File: src/shared/usm_defines.svh
`ifndef USM_DEFINES_SVH
`define USM_DEFINES_SVH

// command register field layout: phase in 15:8, code/write data in 23:16
`define USM_PHASE_LSB 8
`define USM_PHASE_MSB 15
`define USM_CODE_LSB 16
`define USM_CODE_MSB 23

// command phases
`define USM_PHASE_COMMAND 8'h05
`define USM_PHASE_WRITE 8'h01
`define USM_PHASE_READ 8'h02

// command codes handled here
`define USM_CMD_CONFIGURE 8'hD8
`define USM_CMD_SET_MODE 8'hF3

// configure byte fields
`define USM_CONF_BIT 0

// set-mode byte fields
`define USM_MODE_ALWAYS_CLK 0
`define USM_MODE_NAK_CI 1
`define USM_MODE_NAK_CO 2
`define USM_MODE_NAK_AI 3
`define USM_MODE_NAK_AO 4

// width of the stored mode fields
`define USM_MODE_WIDTH 5

// reset values
`define USM_CONF_RESET 1'h0
`define USM_MODE_RESET 5'h00
`define USM_EMPTY_RESET 1'h1
`define USM_LED_RESET 1'h1
`define USM_CLK_REQ_RESET 1'h1
`define USM_IRQ_RESET 1'h0

`endif

File: src/shared/usm_pkg.sv
`default_nettype none
package usm_pkg;

  // command sequencer states, one-hot
  typedef enum logic [2:0] {
    USM_IDLE = 3'h1,
    USM_WAIT_DATA = 3'h2,
    USM_DONE = 3'h4
  } usm_state_type;

  // which setting the pending data phase targets
  typedef enum logic [1:0] {
    USM_TGT_NONE = 2'h0,
    USM_TGT_CONF = 2'h1,
    USM_TGT_MODE = 2'h2
  } usm_target_type;

endpackage
`default_nettype wire

File: src/verilog/usm_sie_config_mode.sv
// Function
// - bit 0 written one marks device configured
// - bus reset clears the configured flag
// - led low when configured and not suspended
// - set-mode is code F3, one write byte
// - always-clock zero: clock request follows activity
// - always-clock one: clock request held high
// - control IN NAKs interrupt when enabled
// - control OUT NAKs interrupt when enabled
// - int/bulk IN NAKs interrupt when enabled
// - int/bulk OUT NAKs interrupt when enabled
// - disabled class: only successful transactions interrupt
// - int/bulk IN at bit 3, OUT bit 4
// - command then write phase; empty flag on completion
`timescale 1ns/10ps
`default_nettype none
`include "usm_defines.svh"

module usm_sie_config_mode (
  // clock and reset
  input wire logic core_clk,
  input wire logic rst_n,
  // command register write port
  input wire logic cmd_wr_stb,
  input wire logic [31:0] cmd_wr_data,
  // link state from the serial engine (same clock)
  input wire logic bus_reset,
  input wire logic suspend_indication,
  input wire logic clock_activity_need,
  // endpoint transaction events (same clock), one-cycle pulses
  input wire logic ep_ctrl_in_done,
  input wire logic ep_ctrl_out_done,
  input wire logic ep_ib_in_done,
  input wire logic ep_ib_out_done,
  input wire logic ep_nak,
  // status and settings
  output logic command_empty_flag,
  output logic configured_flag,
  output logic [4:0] mode_fields,
  // pins and interrupt request
  output logic connect_indicator_led,
  output logic clock_request_output,
  output logic ep_irq_pulse
);

  // sequencer and setting registers
  usm_pkg::usm_state_type state_reg, state_next;
  usm_pkg::usm_target_type target_reg, target_next;
  logic conf_reg, conf_next;
  logic [4:0] mode_reg, mode_next;
  logic empty_reg, empty_next;
  // pin and interrupt flip-flops
  logic led_reg, clk_req_reg, irq_reg;

  // command register fields
  wire [7:0] phase = cmd_wr_data[`USM_PHASE_MSB:`USM_PHASE_LSB];
  wire [7:0] code = cmd_wr_data[`USM_CODE_MSB:`USM_CODE_LSB];

  // recognised phases and commands
  wire is_cmd = cmd_wr_stb && (phase == `USM_PHASE_COMMAND);
  wire is_wr = cmd_wr_stb && (phase == `USM_PHASE_WRITE);
  wire cmd_conf = is_cmd && (code == `USM_CMD_CONFIGURE);
  wire cmd_mode = is_cmd && (code == `USM_CMD_SET_MODE);
  wire cmd_known = cmd_conf || cmd_mode;
  wire data_ok = is_wr && (state_reg == usm_pkg::USM_WAIT_DATA);

  // write data fields; reserved bits are never stored
  wire wr_conf_bit = cmd_wr_data[`USM_CODE_LSB + `USM_CONF_BIT];
  wire [4:0] wr_mode_bits = cmd_wr_data[`USM_CODE_LSB +: `USM_MODE_WIDTH];

  // per-class interrupt permission: success always, nak only if enabled
  wire nak_ci = mode_reg[`USM_MODE_NAK_CI];
  wire nak_co = mode_reg[`USM_MODE_NAK_CO];
  wire nak_ai = mode_reg[`USM_MODE_NAK_AI];
  wire nak_ao = mode_reg[`USM_MODE_NAK_AO];

  // a nak only counts alongside a done pulse of its class
  wire irq_ci = ep_ctrl_in_done && (!ep_nak || nak_ci);
  wire irq_co = ep_ctrl_out_done && (!ep_nak || nak_co);
  wire irq_ai = ep_ib_in_done && (!ep_nak || nak_ai);
  wire irq_ao = ep_ib_out_done && (!ep_nak || nak_ao);
  wire irq_any = irq_ci | irq_co | irq_ai | irq_ao;

  // led active low; only driven low while configured and awake
  // one cycle of lag keeps the pin free of decode glitches
  wire led_next = !(conf_reg && !suspend_indication);
  // forcing the request high keeps the 48 MHz clock through suspend
  wire clk_req_next = mode_reg[`USM_MODE_ALWAYS_CLK] ? 1'h1 : clock_activity_need;

  // command sequencer: a command phase arms a target, a write phase lands it
  // commands are taken in any state, so a stray one never leaves the flag low
  // software must see the empty flag high before it sends the write phase
  always_comb begin
    state_next = state_reg;
    target_next = target_reg;
    conf_next = conf_reg;
    mode_next = mode_reg;
    empty_next = empty_reg;
    if (cmd_known) begin
      // a new command abandons any pending data phase
      target_next = cmd_conf ? usm_pkg::USM_TGT_CONF : usm_pkg::USM_TGT_MODE;
      state_next = usm_pkg::USM_DONE;
      empty_next = 1'h0;
    end else if (is_cmd) begin
      // unknown codes complete at once but arm nothing
      target_next = usm_pkg::USM_TGT_NONE;
      state_next = usm_pkg::USM_IDLE;
      empty_next = 1'h1;
    end else begin
      case (state_reg)
        usm_pkg::USM_IDLE: begin
          // a write phase with nothing armed is dropped
          target_next = usm_pkg::USM_TGT_NONE;
        end
        usm_pkg::USM_WAIT_DATA: begin
          if (data_ok) begin
            // only the armed setting takes the byte
            if (target_reg == usm_pkg::USM_TGT_CONF) begin
              conf_next = wr_conf_bit;
            end else if (target_reg == usm_pkg::USM_TGT_MODE) begin
              mode_next = wr_mode_bits;
            end
            target_next = usm_pkg::USM_TGT_NONE;
            empty_next = 1'h1;
            state_next = usm_pkg::USM_IDLE;
          end
        end
        usm_pkg::USM_DONE: begin
          // command phase finished one cycle after it was taken
          empty_next = 1'h1;
          state_next = usm_pkg::USM_WAIT_DATA;
        end
        default: begin
          state_next = usm_pkg::USM_IDLE;
          target_next = usm_pkg::USM_TGT_NONE;
          empty_next = 1'h1;
        end
      endcase
    end
    // bus reset wins over any write landing in the same cycle
    if (bus_reset) begin
      conf_next = `USM_CONF_RESET;
      mode_next = `USM_MODE_RESET;
    end
  end

  // sequencer state and pending target
  always_ff @(posedge core_clk) begin
    if (!rst_n) begin
      state_reg <= usm_pkg::USM_IDLE;
      target_reg <= usm_pkg::USM_TGT_NONE;
    end else begin
      state_reg <= state_next;
      target_reg <= target_next;
    end
  end

  // configured flag, cleared by either reset
  always_ff @(posedge core_clk) begin
    if (!rst_n) begin
      conf_reg <= `USM_CONF_RESET;
    end else begin
      conf_reg <= conf_next;
    end
  end

  // mode fields; zero means stoppable clock, success-only interrupts
  always_ff @(posedge core_clk) begin
    if (!rst_n) begin
      mode_reg <= `USM_MODE_RESET;
    end else begin
      mode_reg <= mode_next;
    end
  end

  // command-empty flag, high while no command is in progress
  always_ff @(posedge core_clk) begin
    if (!rst_n) begin
      empty_reg <= `USM_EMPTY_RESET;
    end else begin
      empty_reg <= empty_next;
    end
  end

  // connect led, dark through reset
  always_ff @(posedge core_clk) begin
    if (!rst_n) begin
      led_reg <= `USM_LED_RESET;
    end else begin
      led_reg <= led_next;
    end
  end

  // clock request, high through reset so the clock survives start-up
  always_ff @(posedge core_clk) begin
    if (!rst_n) begin
      clk_req_reg <= `USM_CLK_REQ_RESET;
    end else begin
      clk_req_reg <= clk_req_next;
    end
  end

  // endpoint interrupt pulse, one cycle after the qualifying event
  always_ff @(posedge core_clk) begin
    if (!rst_n) begin
      irq_reg <= `USM_IRQ_RESET;
    end else begin
      irq_reg <= irq_any;
    end
  end

  // outputs straight from the flip-flops
  assign command_empty_flag = empty_reg;
  assign configured_flag = conf_reg;
  assign mode_fields = mode_reg;
  assign connect_indicator_led = led_reg;
  assign clock_request_output = clk_req_reg;
  assign ep_irq_pulse = irq_reg;

endmodule

`default_nettype wire

File: config.mk
export PLATFORM = sky130hd
export DESIGN_NAME = usm_sie_config_mode
export DESIGN_NICKNAME = d
export VERILOG_FILES = /design/src/shared/usm_pkg.sv /design/src/verilog/usm_sie_config_mode.sv
export VERILOG_INCLUDE_DIRS = /design/src /design/src/shared
export SDC_FILE = /design/constraint.sdc
export NUM_CORES = 1
export LEC_CHECK = 0
export BUFFER_PORTS_ARGS = -buffer_cell sky130_fd_sc_hd__buf_4
export CAP_MARGIN = 5
export CORE_MARGIN = 2
export CORE_UTILIZATION = 35
export DETAILED_ROUTE_END_ITERATION = 7
export PLACE_DENSITY_LB_ADDON = 0.15
export SYNTH_ARGS = -nofsm -noshare
export SYNTH_HDL_FRONTEND = slang
export SYNTH_SLANG_ARGS = --single-unit
File: constraint.sdc
create_clock -name core_clk -period 1.4 [get_ports core_clk]
set_input_delay 0.07 -clock core_clk [delete_from_list [all_inputs] [get_ports core_clk]]
set_output_delay 0.07 -clock core_clk [all_outputs]
set_load 0.1 [all_outputs]
# Yosys cells after proc, flatten, opt, wreduce, memory -nomap -nowiden
# Index checks and enable logic that the tools add are counted.
totals:
  ff_bits: 15
  word_cells: 69
  out_inout_bits: 10
  inputBits: 43
classes:
  bitwise: 8
  n_eq_ne: 13
  reduce_logical: 26
  muxes: 13
op_table:
  columns: ["cell", "count"]
  rows:
  - ["8-bit == test, second input constant", 2]
  - ["1-bit logical AND", 10]
  - ["3-bit two-way mux", 3]
  - ["3-bit one-hot mux with 3 select lines", 1]
  - ["8-bit by 1-bit == test with 1-bit output, second input constant", 1]
  - ["8-bit by 3-bit == test with 1-bit output, second input constant", 1]
  - ["2-bit two-way mux", 4]
  - ["3-bit != test, second input constant", 2]
  - ["2-bit AND reduction", 3]
  - ["6-bit AND reduction", 1]
  - ["1-bit logical OR", 5]
  - ["1-bit inverter", 5]
  - ["5-bit AND reduction", 1]
  - ["4-bit != test, second input constant", 1]
  - ["2-bit one-hot mux with 2 select lines", 1]
  - ["2-bit OR reduction", 2]
  - ["3-bit by 1-bit == test with 1-bit output, second input constant", 1]
  - ["3-bit by 2-bit == test with 1-bit output, second input constant", 1]
  - ["3-bit == test, second input constant", 1]
  - ["1-bit logical NOT", 3]
  - ["1-bit two-way mux", 3]
  - ["1-bit OR", 3]
  - ["3-bit OR reduction", 1]
  - ["2-bit by 1-bit == test with 1-bit output, second input constant", 1]
  - ["3 further kinds", 3]

# Depth between registers and ports, before layout
# Gate-level depths: netlist of run 1.
logic_depth:
  ltp_word: 7
  mapped_depth: 4
  depth_no_buf: 4

# Worst setup path before layout of run 1
# Ideal clock, no wire load.
synth_timing:
  kind: "register to register"
  start: "reg command_empty_flag (netlist name)"
  end: "reg empty_reg (netlist: command_empty_flag)"
  required_ns: 1.284
  path_stages_with_launch: 3
  synth_period_minus_slack_ns: 1.574
  t_arrival_ns: 1.458
  setup_time_ns: 0.116
  slack_ns: -0.174
  path_cell_list: "dfxtp_1 -> or4_1 -> a31o_1"
synth_lines:
  columns: ["element", "line_no", "rtl"]
  rows:
  - ["end signal, assigned", "usm_sie_config_mode.sv:179", "empty_reg <= `USM_EMPTY_RESET;"]
  - ["end signal, assigned", "usm_sie_config_mode.sv:181", "empty_reg <= empty_next;"]
  - ["end, declared", "usm_sie_config_mode.sv:51", "logic empty_reg, empty_next;"]

# Worst setup path in the final report of run 1
layout_timing:
  start: "reg state_reg[1]"
  end: "reg mode_reg[4] (netlist: mode_fields[4])"
layout_between:
  elab_chain_cells: 3
layout_rtl:
  columns: ["element", "line_no", "rtl"]
  rows:
  - ["start, declared", "usm_sie_config_mode.sv:47", "usm_pkg::usm_state_type state_reg, state_next;"]
  - ["start signal, assigned", "usm_sie_config_mode.sv:150", "state_reg <= usm_pkg::USM_IDLE;"]
  - ["start signal, assigned", "usm_sie_config_mode.sv:153", "state_reg <= state_next;"]
  - ["3-bit by 2-bit == test with 1-bit output (*)", "usm_sie_config_mode.sv:65, usm_sie_config_mode.sv:110", null]
  - ["1-bit logical AND", "usm_sie_config_mode.sv:65", "wire data_ok = is_wr && (state_reg == usm_pkg::USM_WAIT_DATA);"]
  - ["6-bit AND reduction (no source line) (*)", null, null]
  - ["end signal, assigned", "usm_sie_config_mode.sv:170", "mode_reg <= `USM_MODE_RESET;"]
  - ["end signal, assigned", "usm_sie_config_mode.sv:172", "mode_reg <= mode_next;"]
  - ["end, declared", "usm_sie_config_mode.sv:50", "logic [4:0] mode_reg, mode_next;"]
# Every way passes the cells marked *; elsewhere a longest branch is shown, timed or not.
# A chain may end at the register's enable or synchronous reset.

==> results of run 1 <==
-- logic make-up after synthesis --
family | Yosys count | share of synthesized area, %
compound gates | 12 | 13.2
xor+xnor | 1 | 1.23
buf+inv | 2 | 1.06
flops | 15 | 42.3
mux | 6 | 8.47
simple gates | 33 | 33.7
-- through the flow --
stage               hold slack, ns  worst slack (ns)  cell area, sq um  instances
floorplan                    0.153           0.00445               711         69
global placement             0.252            0.0365              1030        134
detailed placement           0.257            0.0454              1030        134
CTS                         0.0181            0.0266              1080        140
global route                0.0124            0.0138              1090        140
finish                      0.0286            0.0997              1090        140
-- worst min-delay path: cells and delay by family --
kind	cells	cell delay [ns]
buffers and inverters	1	0.08
muxes	1	0.05
and+or+nand+nor	1	0.07
-- Yosys cell counts, types with 2 or more instances --
| master | instances | area [sq um] |
|---|---|---|
| mux2i_1 | 6 | 60.1 |
| nor2b_1 | 2 | 12.5 |
| nor2_1 | 8 | 30.0 |
| o22ai_1 | 2 | 12.5 |
| nor4b_4 | 2 | 47.6 |
| inv_1 | 2 | 7.51 |
| a22oi_1 | 2 | 15.0 |
| nand2_1 | 6 | 22.5 |
| nand2b_1 | 3 | 18.8 |
| dfxtp_1 | 15 | 300 |
-- power groups by stage --
stage          logic (mW)  clock network, mW  registers [mW]
2_1_floorplan      0.0187                  0           0.463
4_1_cts             0.124              0.256           0.430
3_5_place_dp        0.119                  0           0.440
5_1_grt             0.133              0.286           0.431
6_report            0.125              0.246           0.430
3_3_place_gp        0.117                  0           0.440
-- final cells by class --
class	instances	area share, %
multi-input combinational	52	38.3
tap	27	3.09
timing repair buffer	40	27.9
inverter	2	0.686
clock buffer	4	2.40
sequential	15	27.6
-- final timing paths --
kind,start,to,slack [ns]
setup / recovery,state_reg[1],mode_fields[4],0.1
hold / removal,cmd_wr_data[18],mode_fields[2],0.03
setup reg to reg,state_reg[1],mode_fields[4],0.1
hold reg to reg,configured_flag,connect_indicator_led,0.45
-- cell usage in the layout, fill, tap and decap left out, types with 2 or more instances in the layout --
master	n
a22oi_1	2
buf_4	38
clkbuf_4	3
dfxtp_1	14
dlygate4sd3_1	2
inv_1	2
mux2i_1	6
nand2_1	6
nand2b_1	3
nor2_1	8
nor2b_1	2
nor4b_4	3
o22ai_1	2
-- repair_timing --
item                                    in CTS  in global routing
endpoints found under the hold margin        2                  0
endpoints found under the setup margin       0                  5
gates resized for setup                      0                  2
hold buffers                                 2                  0
-- routing by layer --
layer	up-vias	routed length, um	track usage, %
met5	-	0	0
met4	0	31	10.0
met3	4	124	3.68
met2	24	873	26.5
li1	351	-	-
met1	312	729	17.0
==> impl_metrics.tcl, run 1 <==
set metrics [dict create \
    n_antenna_cell 0 \
    fin_crit_sh_pct 92.9 \
    tns_ns 0 \
    synth_cells 69 \
    io_pins 53 \
    grt_overflow 0 \
    antenna_found_initial 0 \
    grt_pass1_vias 666 \
    async_flop_share_pct 0 \
    cp_num_buf_inv 0 \
    reg2reg_depth 4 \
    root_buffer "clkbuf_4" \
    clock_latency_ns 0.28 \
    cap_violations 0 \
    rows 16 \
    drt_drc_violations_left 0 \
    grt_max_degree 9 \
    die_area_sq_mm 0.00240 \
    status "finished, final reports clean" \
    hp-class "in -> reg" \
    synth-seq-cells 15 \
    slew_viol_final 0 \
    min_path_cells 3 \
    syn_nets 112 \
    crit_arrival_ns 1.47 \
    vdd_drop_max_mv 0.450 \
    area_delta_synth_final_pct 54.1 \
    clock_power_share_pct 30.7 \
    crit_required_ns 1.57 \
    clk_path_buf_depth 2 \
    cpMaxStageDelayCell "dfxtp_1" \
    drt_iter0_markers 15 \
    final_util_pct 56.3 \
    nets 157 \
    die_w_um 49.0 \
    switching_share_pct 24.5 \
    internal_power_mw 0.605 \
    cts_buffers 3 \
    cpPeakStageDelay_ns 0.42 \
    port_buffers 36 \
    p_comb_share_pct 15.6 \
    drive_gt1_share_pct 42.5 \
    worstPathMaxFanout 5 \
    regArea_sq_um 302 \
    cts.sink_count 15 \
    p_leak_nw 0.509 \
    p_switching_mw 0.196 \
    htreeDepth 1 \
    antenna_left 0 \
    gp_congestion 0.760 \
    layout.filler_cells 183 \
    post_cts_buffers 0 \
    largest_reg_flops 5 \
    num_vias 691 \
    powerDensity_mw_per_mm2 733 \
    path_cells "nor4b_4, nand4_4, mux2i_1, nor2_1" \
    yosysSeqAreaShare_pct 42.3 \
    tritoncts "yes" \
    syn_area_per_cell_sq_um 10.3 \
    multi_input_area_sq_um 419 \
    grt_util_all_layers_pct 15.5 \
    synth_edf_count 0 \
    fmax_mhz 769 \
    seq_power_share_pct 53.7 \
    synth_ff_type "dfxtp_1" \
    end_kind "flip-flop" \
    cp.depth 4 \
    synth_cell_types 31 \
    clk_pin_slew_ns 0.09 \
    initial_core_util_pct 36.5 \
    finalHoldViolCount 0 \
    core_sq_mm 0.00194 \
    slew_headroom_pct 70.5 \
    dp_hpwl_um 1390 \
    vias_per_cell 4.94 \
    routed_wl_um 1760 \
    max_slew.worst_pin.slew_ns 0.441 \
    die_h_um 49.0 \
    yosysWarnings 0 \
    clock_skew_ns 0.00281 \
    netlist_area_sq_um 709 \
    critical-path-top-delay-family "simple AND/OR/NAND/NOR gates" \
    grt_pass1_wl_um 2830 \
    wl_per_cell_um 12.6 \
    dr.pass1.iters 4 \
    fin_crit_ns 1.30 \
    start_kind "flip-flop" \
    rsz0062_at_grt "no" \
    p_total_mw 0.801 \
    setup_violations 0 \
    worstSetupPathType "reg -> reg" \
]
Note: power is estimated with default switching activity, not from simulation.
==> run 2: changes to the inputs <==
--- a/config.mk
+++ b/config.mk
@@ -10,6 +10,7 @@
 export CAP_MARGIN = 5
 export CORE_MARGIN = 2
 export CORE_UTILIZATION = 35
+export CTS_BUF_LIST = sky130_fd_sc_hd__clkbuf_16
 export DETAILED_ROUTE_END_ITERATION = 7
 export PLACE_DENSITY_LB_ADDON = 0.15
 export SYNTH_ARGS = -nofsm -noshare
==> impl_metrics.tcl, run 2 (synthesis results as in run 1) <==
set metrics [dict create \
    cpPeakStageDelay_ns 0.40 \
    max_slew.worst_pin.slew_ns 0.429 \
    reg2reg_slack_ns 0.08 \
    min_path_cells 2 \
    crit_required_ns 1.52 \
    fin_crit_sh_pct 94.1 \
    num_vias 692 \
    cpMaxStageDelayCell "dfxtp_1" \
    fin_crit_ns 1.32 \
    routed_wl_um 1700 \
    tritoncts "yes" \
    slew_viol_final 0 \
    worstHoldEndpoint "clock_request_output" \
    timing.rr.start "state_reg[1]" \
    grt_overflow 0 \
    die_w_um 49.0 \
    htreeDepth 1 \
    wl_per_cell_um 12.3 \
    start_kind "flip-flop" \
    grt_pass1_wl_um 2820 \
    rows 16 \
    antenna_found_initial 0 \
    fmax_mhz 759 \
    antenna_left 0 \
    setup_violations 0 \
    area_delta_synth_final_pct 58.7 \
    io_pins 53 \
    dr.pass1.iters 4 \
    clk_pin_slew_ns 0.05 \
    clock_skew_ns 0.00166 \
    cts.repair.resized 0 \
    grt_util_all_layers_pct 15.3 \
    finalHoldViolCount 0 \
    layout.cells.non_filler 138 \
    p_leak_nw 0.528 \
    vias_per_cell 5.01 \
    n_antenna_cell 0 \
    drt_drc_violations_left 0 \
    nets 155 \
    worstSetupPathType "reg -> reg" \
    worstPathMaxFanout 5 \
    r2r-end "mode_fields[0]" \
    root_buffer "clkbuf_16" \
    largest_reg_flops 5 \
    cts_buffers 3 \
    port_buffers 36 \
    path_cells "nor4b_4, nand4_4, mux2i_1, nor2_1" \
    hp-class "in -> reg" \
    cap_violations 0 \
    end_kind "flip-flop" \
    post_cts_buffers 0 \
    drt_iter0_markers 8 \
    vdd_drop_max_mv 0.592 \
    dp_hpwl_um 1390 \
    die_area_sq_mm 0.00240 \
    final_cell_mix "buf_4, dfxtp_1, nor2_1, mux2i_1, nand2_1" \
    hold_path_startpoint "clock_activity_need" \
    crit_arrival_ns 1.44 \
    reg2reg_depth 4 \
    ctsHoldBuffers 0 \
    holdWs_ns 0.0101 \
    powerDensity_mw_per_mm2 969 \
    drive_gt1_share_pct 43.2 \
    initial_core_util_pct 36.5 \
    status "finished, final reports clean" \
    clock_latency_ns 0.24 \
    clk_path_buf_depth 2 \
    die_h_um 49.0 \
    grt_pass1_vias 674 \
    placed_cells 134 \
    gp_congestion 0.760 \
    grt_max_degree 9 \
    slew_headroom_pct 71.3 \
    core_sq_mm 0.00194 \
    layout_commonest_cell "buf_4" \
    cts.sink_count 15 \
]
run 2: changes by cell type in the layout (fill, tap and decap cells not counted), sizes merged:
| cell | change |
|---|---|
| clkbuf | -1 |
| dlygate4sd3 | -2 |
| inv | +1 |
run 2: final cells by class:
cell class / instances / area (sq um)
clock inverter: 1 / 3.75
fill: 185 / 816
clock buffer: 3 / 75.1
multi-input combinational: 52 / 419
sequential: 15 / 302
inverter: 2 / 7.51
timing repair buffer: 38 / 285
tap: 27 / 33.8
run 2: per-stage QoR:
stage          power, mW  setup slack (ns)  cell area (sq um)  util (%)  setup TNS, ns
6_report            1.09            0.0831               1130      58.0              0
5_1_grt             1.14          -0.00423               1130      58.0       -0.00423
4_1_cts             1.11          0.000164               1110      57.1              0
3_5_place_dp       0.559            0.0454               1030      53.0              0
3_3_place_gp       0.557            0.0365               1030      53.0              0
2_1_floorplan      0.482           0.00445                711         -              0
run 2: worst max-delay path, delay by kind of cell, from the launching register on:
kind,cells,cell delay [ns]
flops,1,0.40
mux,1,0.22
simple gates,3,0.57
run 2: layer usage:
metal  share of wire, %  track usage [%]  vias up
met5                  0                0        -
met2                 48             25.1       27
met1                 41             17.2      313
li1                   -                -      347
met4                2.2             10.0        0
met3                8.5             4.60        5
run 2: worst max path at each step:
stage          slack [ns]             end  cells past startpoint           start
2_1_floorplan       0.004    ep_irq_pulse                      2  mode_fields[1]
3_5_place_dp         0.05  mode_fields[4]                      4    state_reg[1]
4_1_cts            0.0002  mode_fields[0]                      4    state_reg[1]
5_1_grt            -0.004  mode_fields[0]                      4    state_reg[1]
3_3_place_gp         0.04  mode_fields[1]                      4    state_reg[1]
6_report             0.08  mode_fields[0]                      4    state_reg[1]
run 2: report_power, final:
group	switching, mW	internal (mW)
clock network	0.163	0.377
registers	0.000740	0.431
logic	0.0575	0.0617
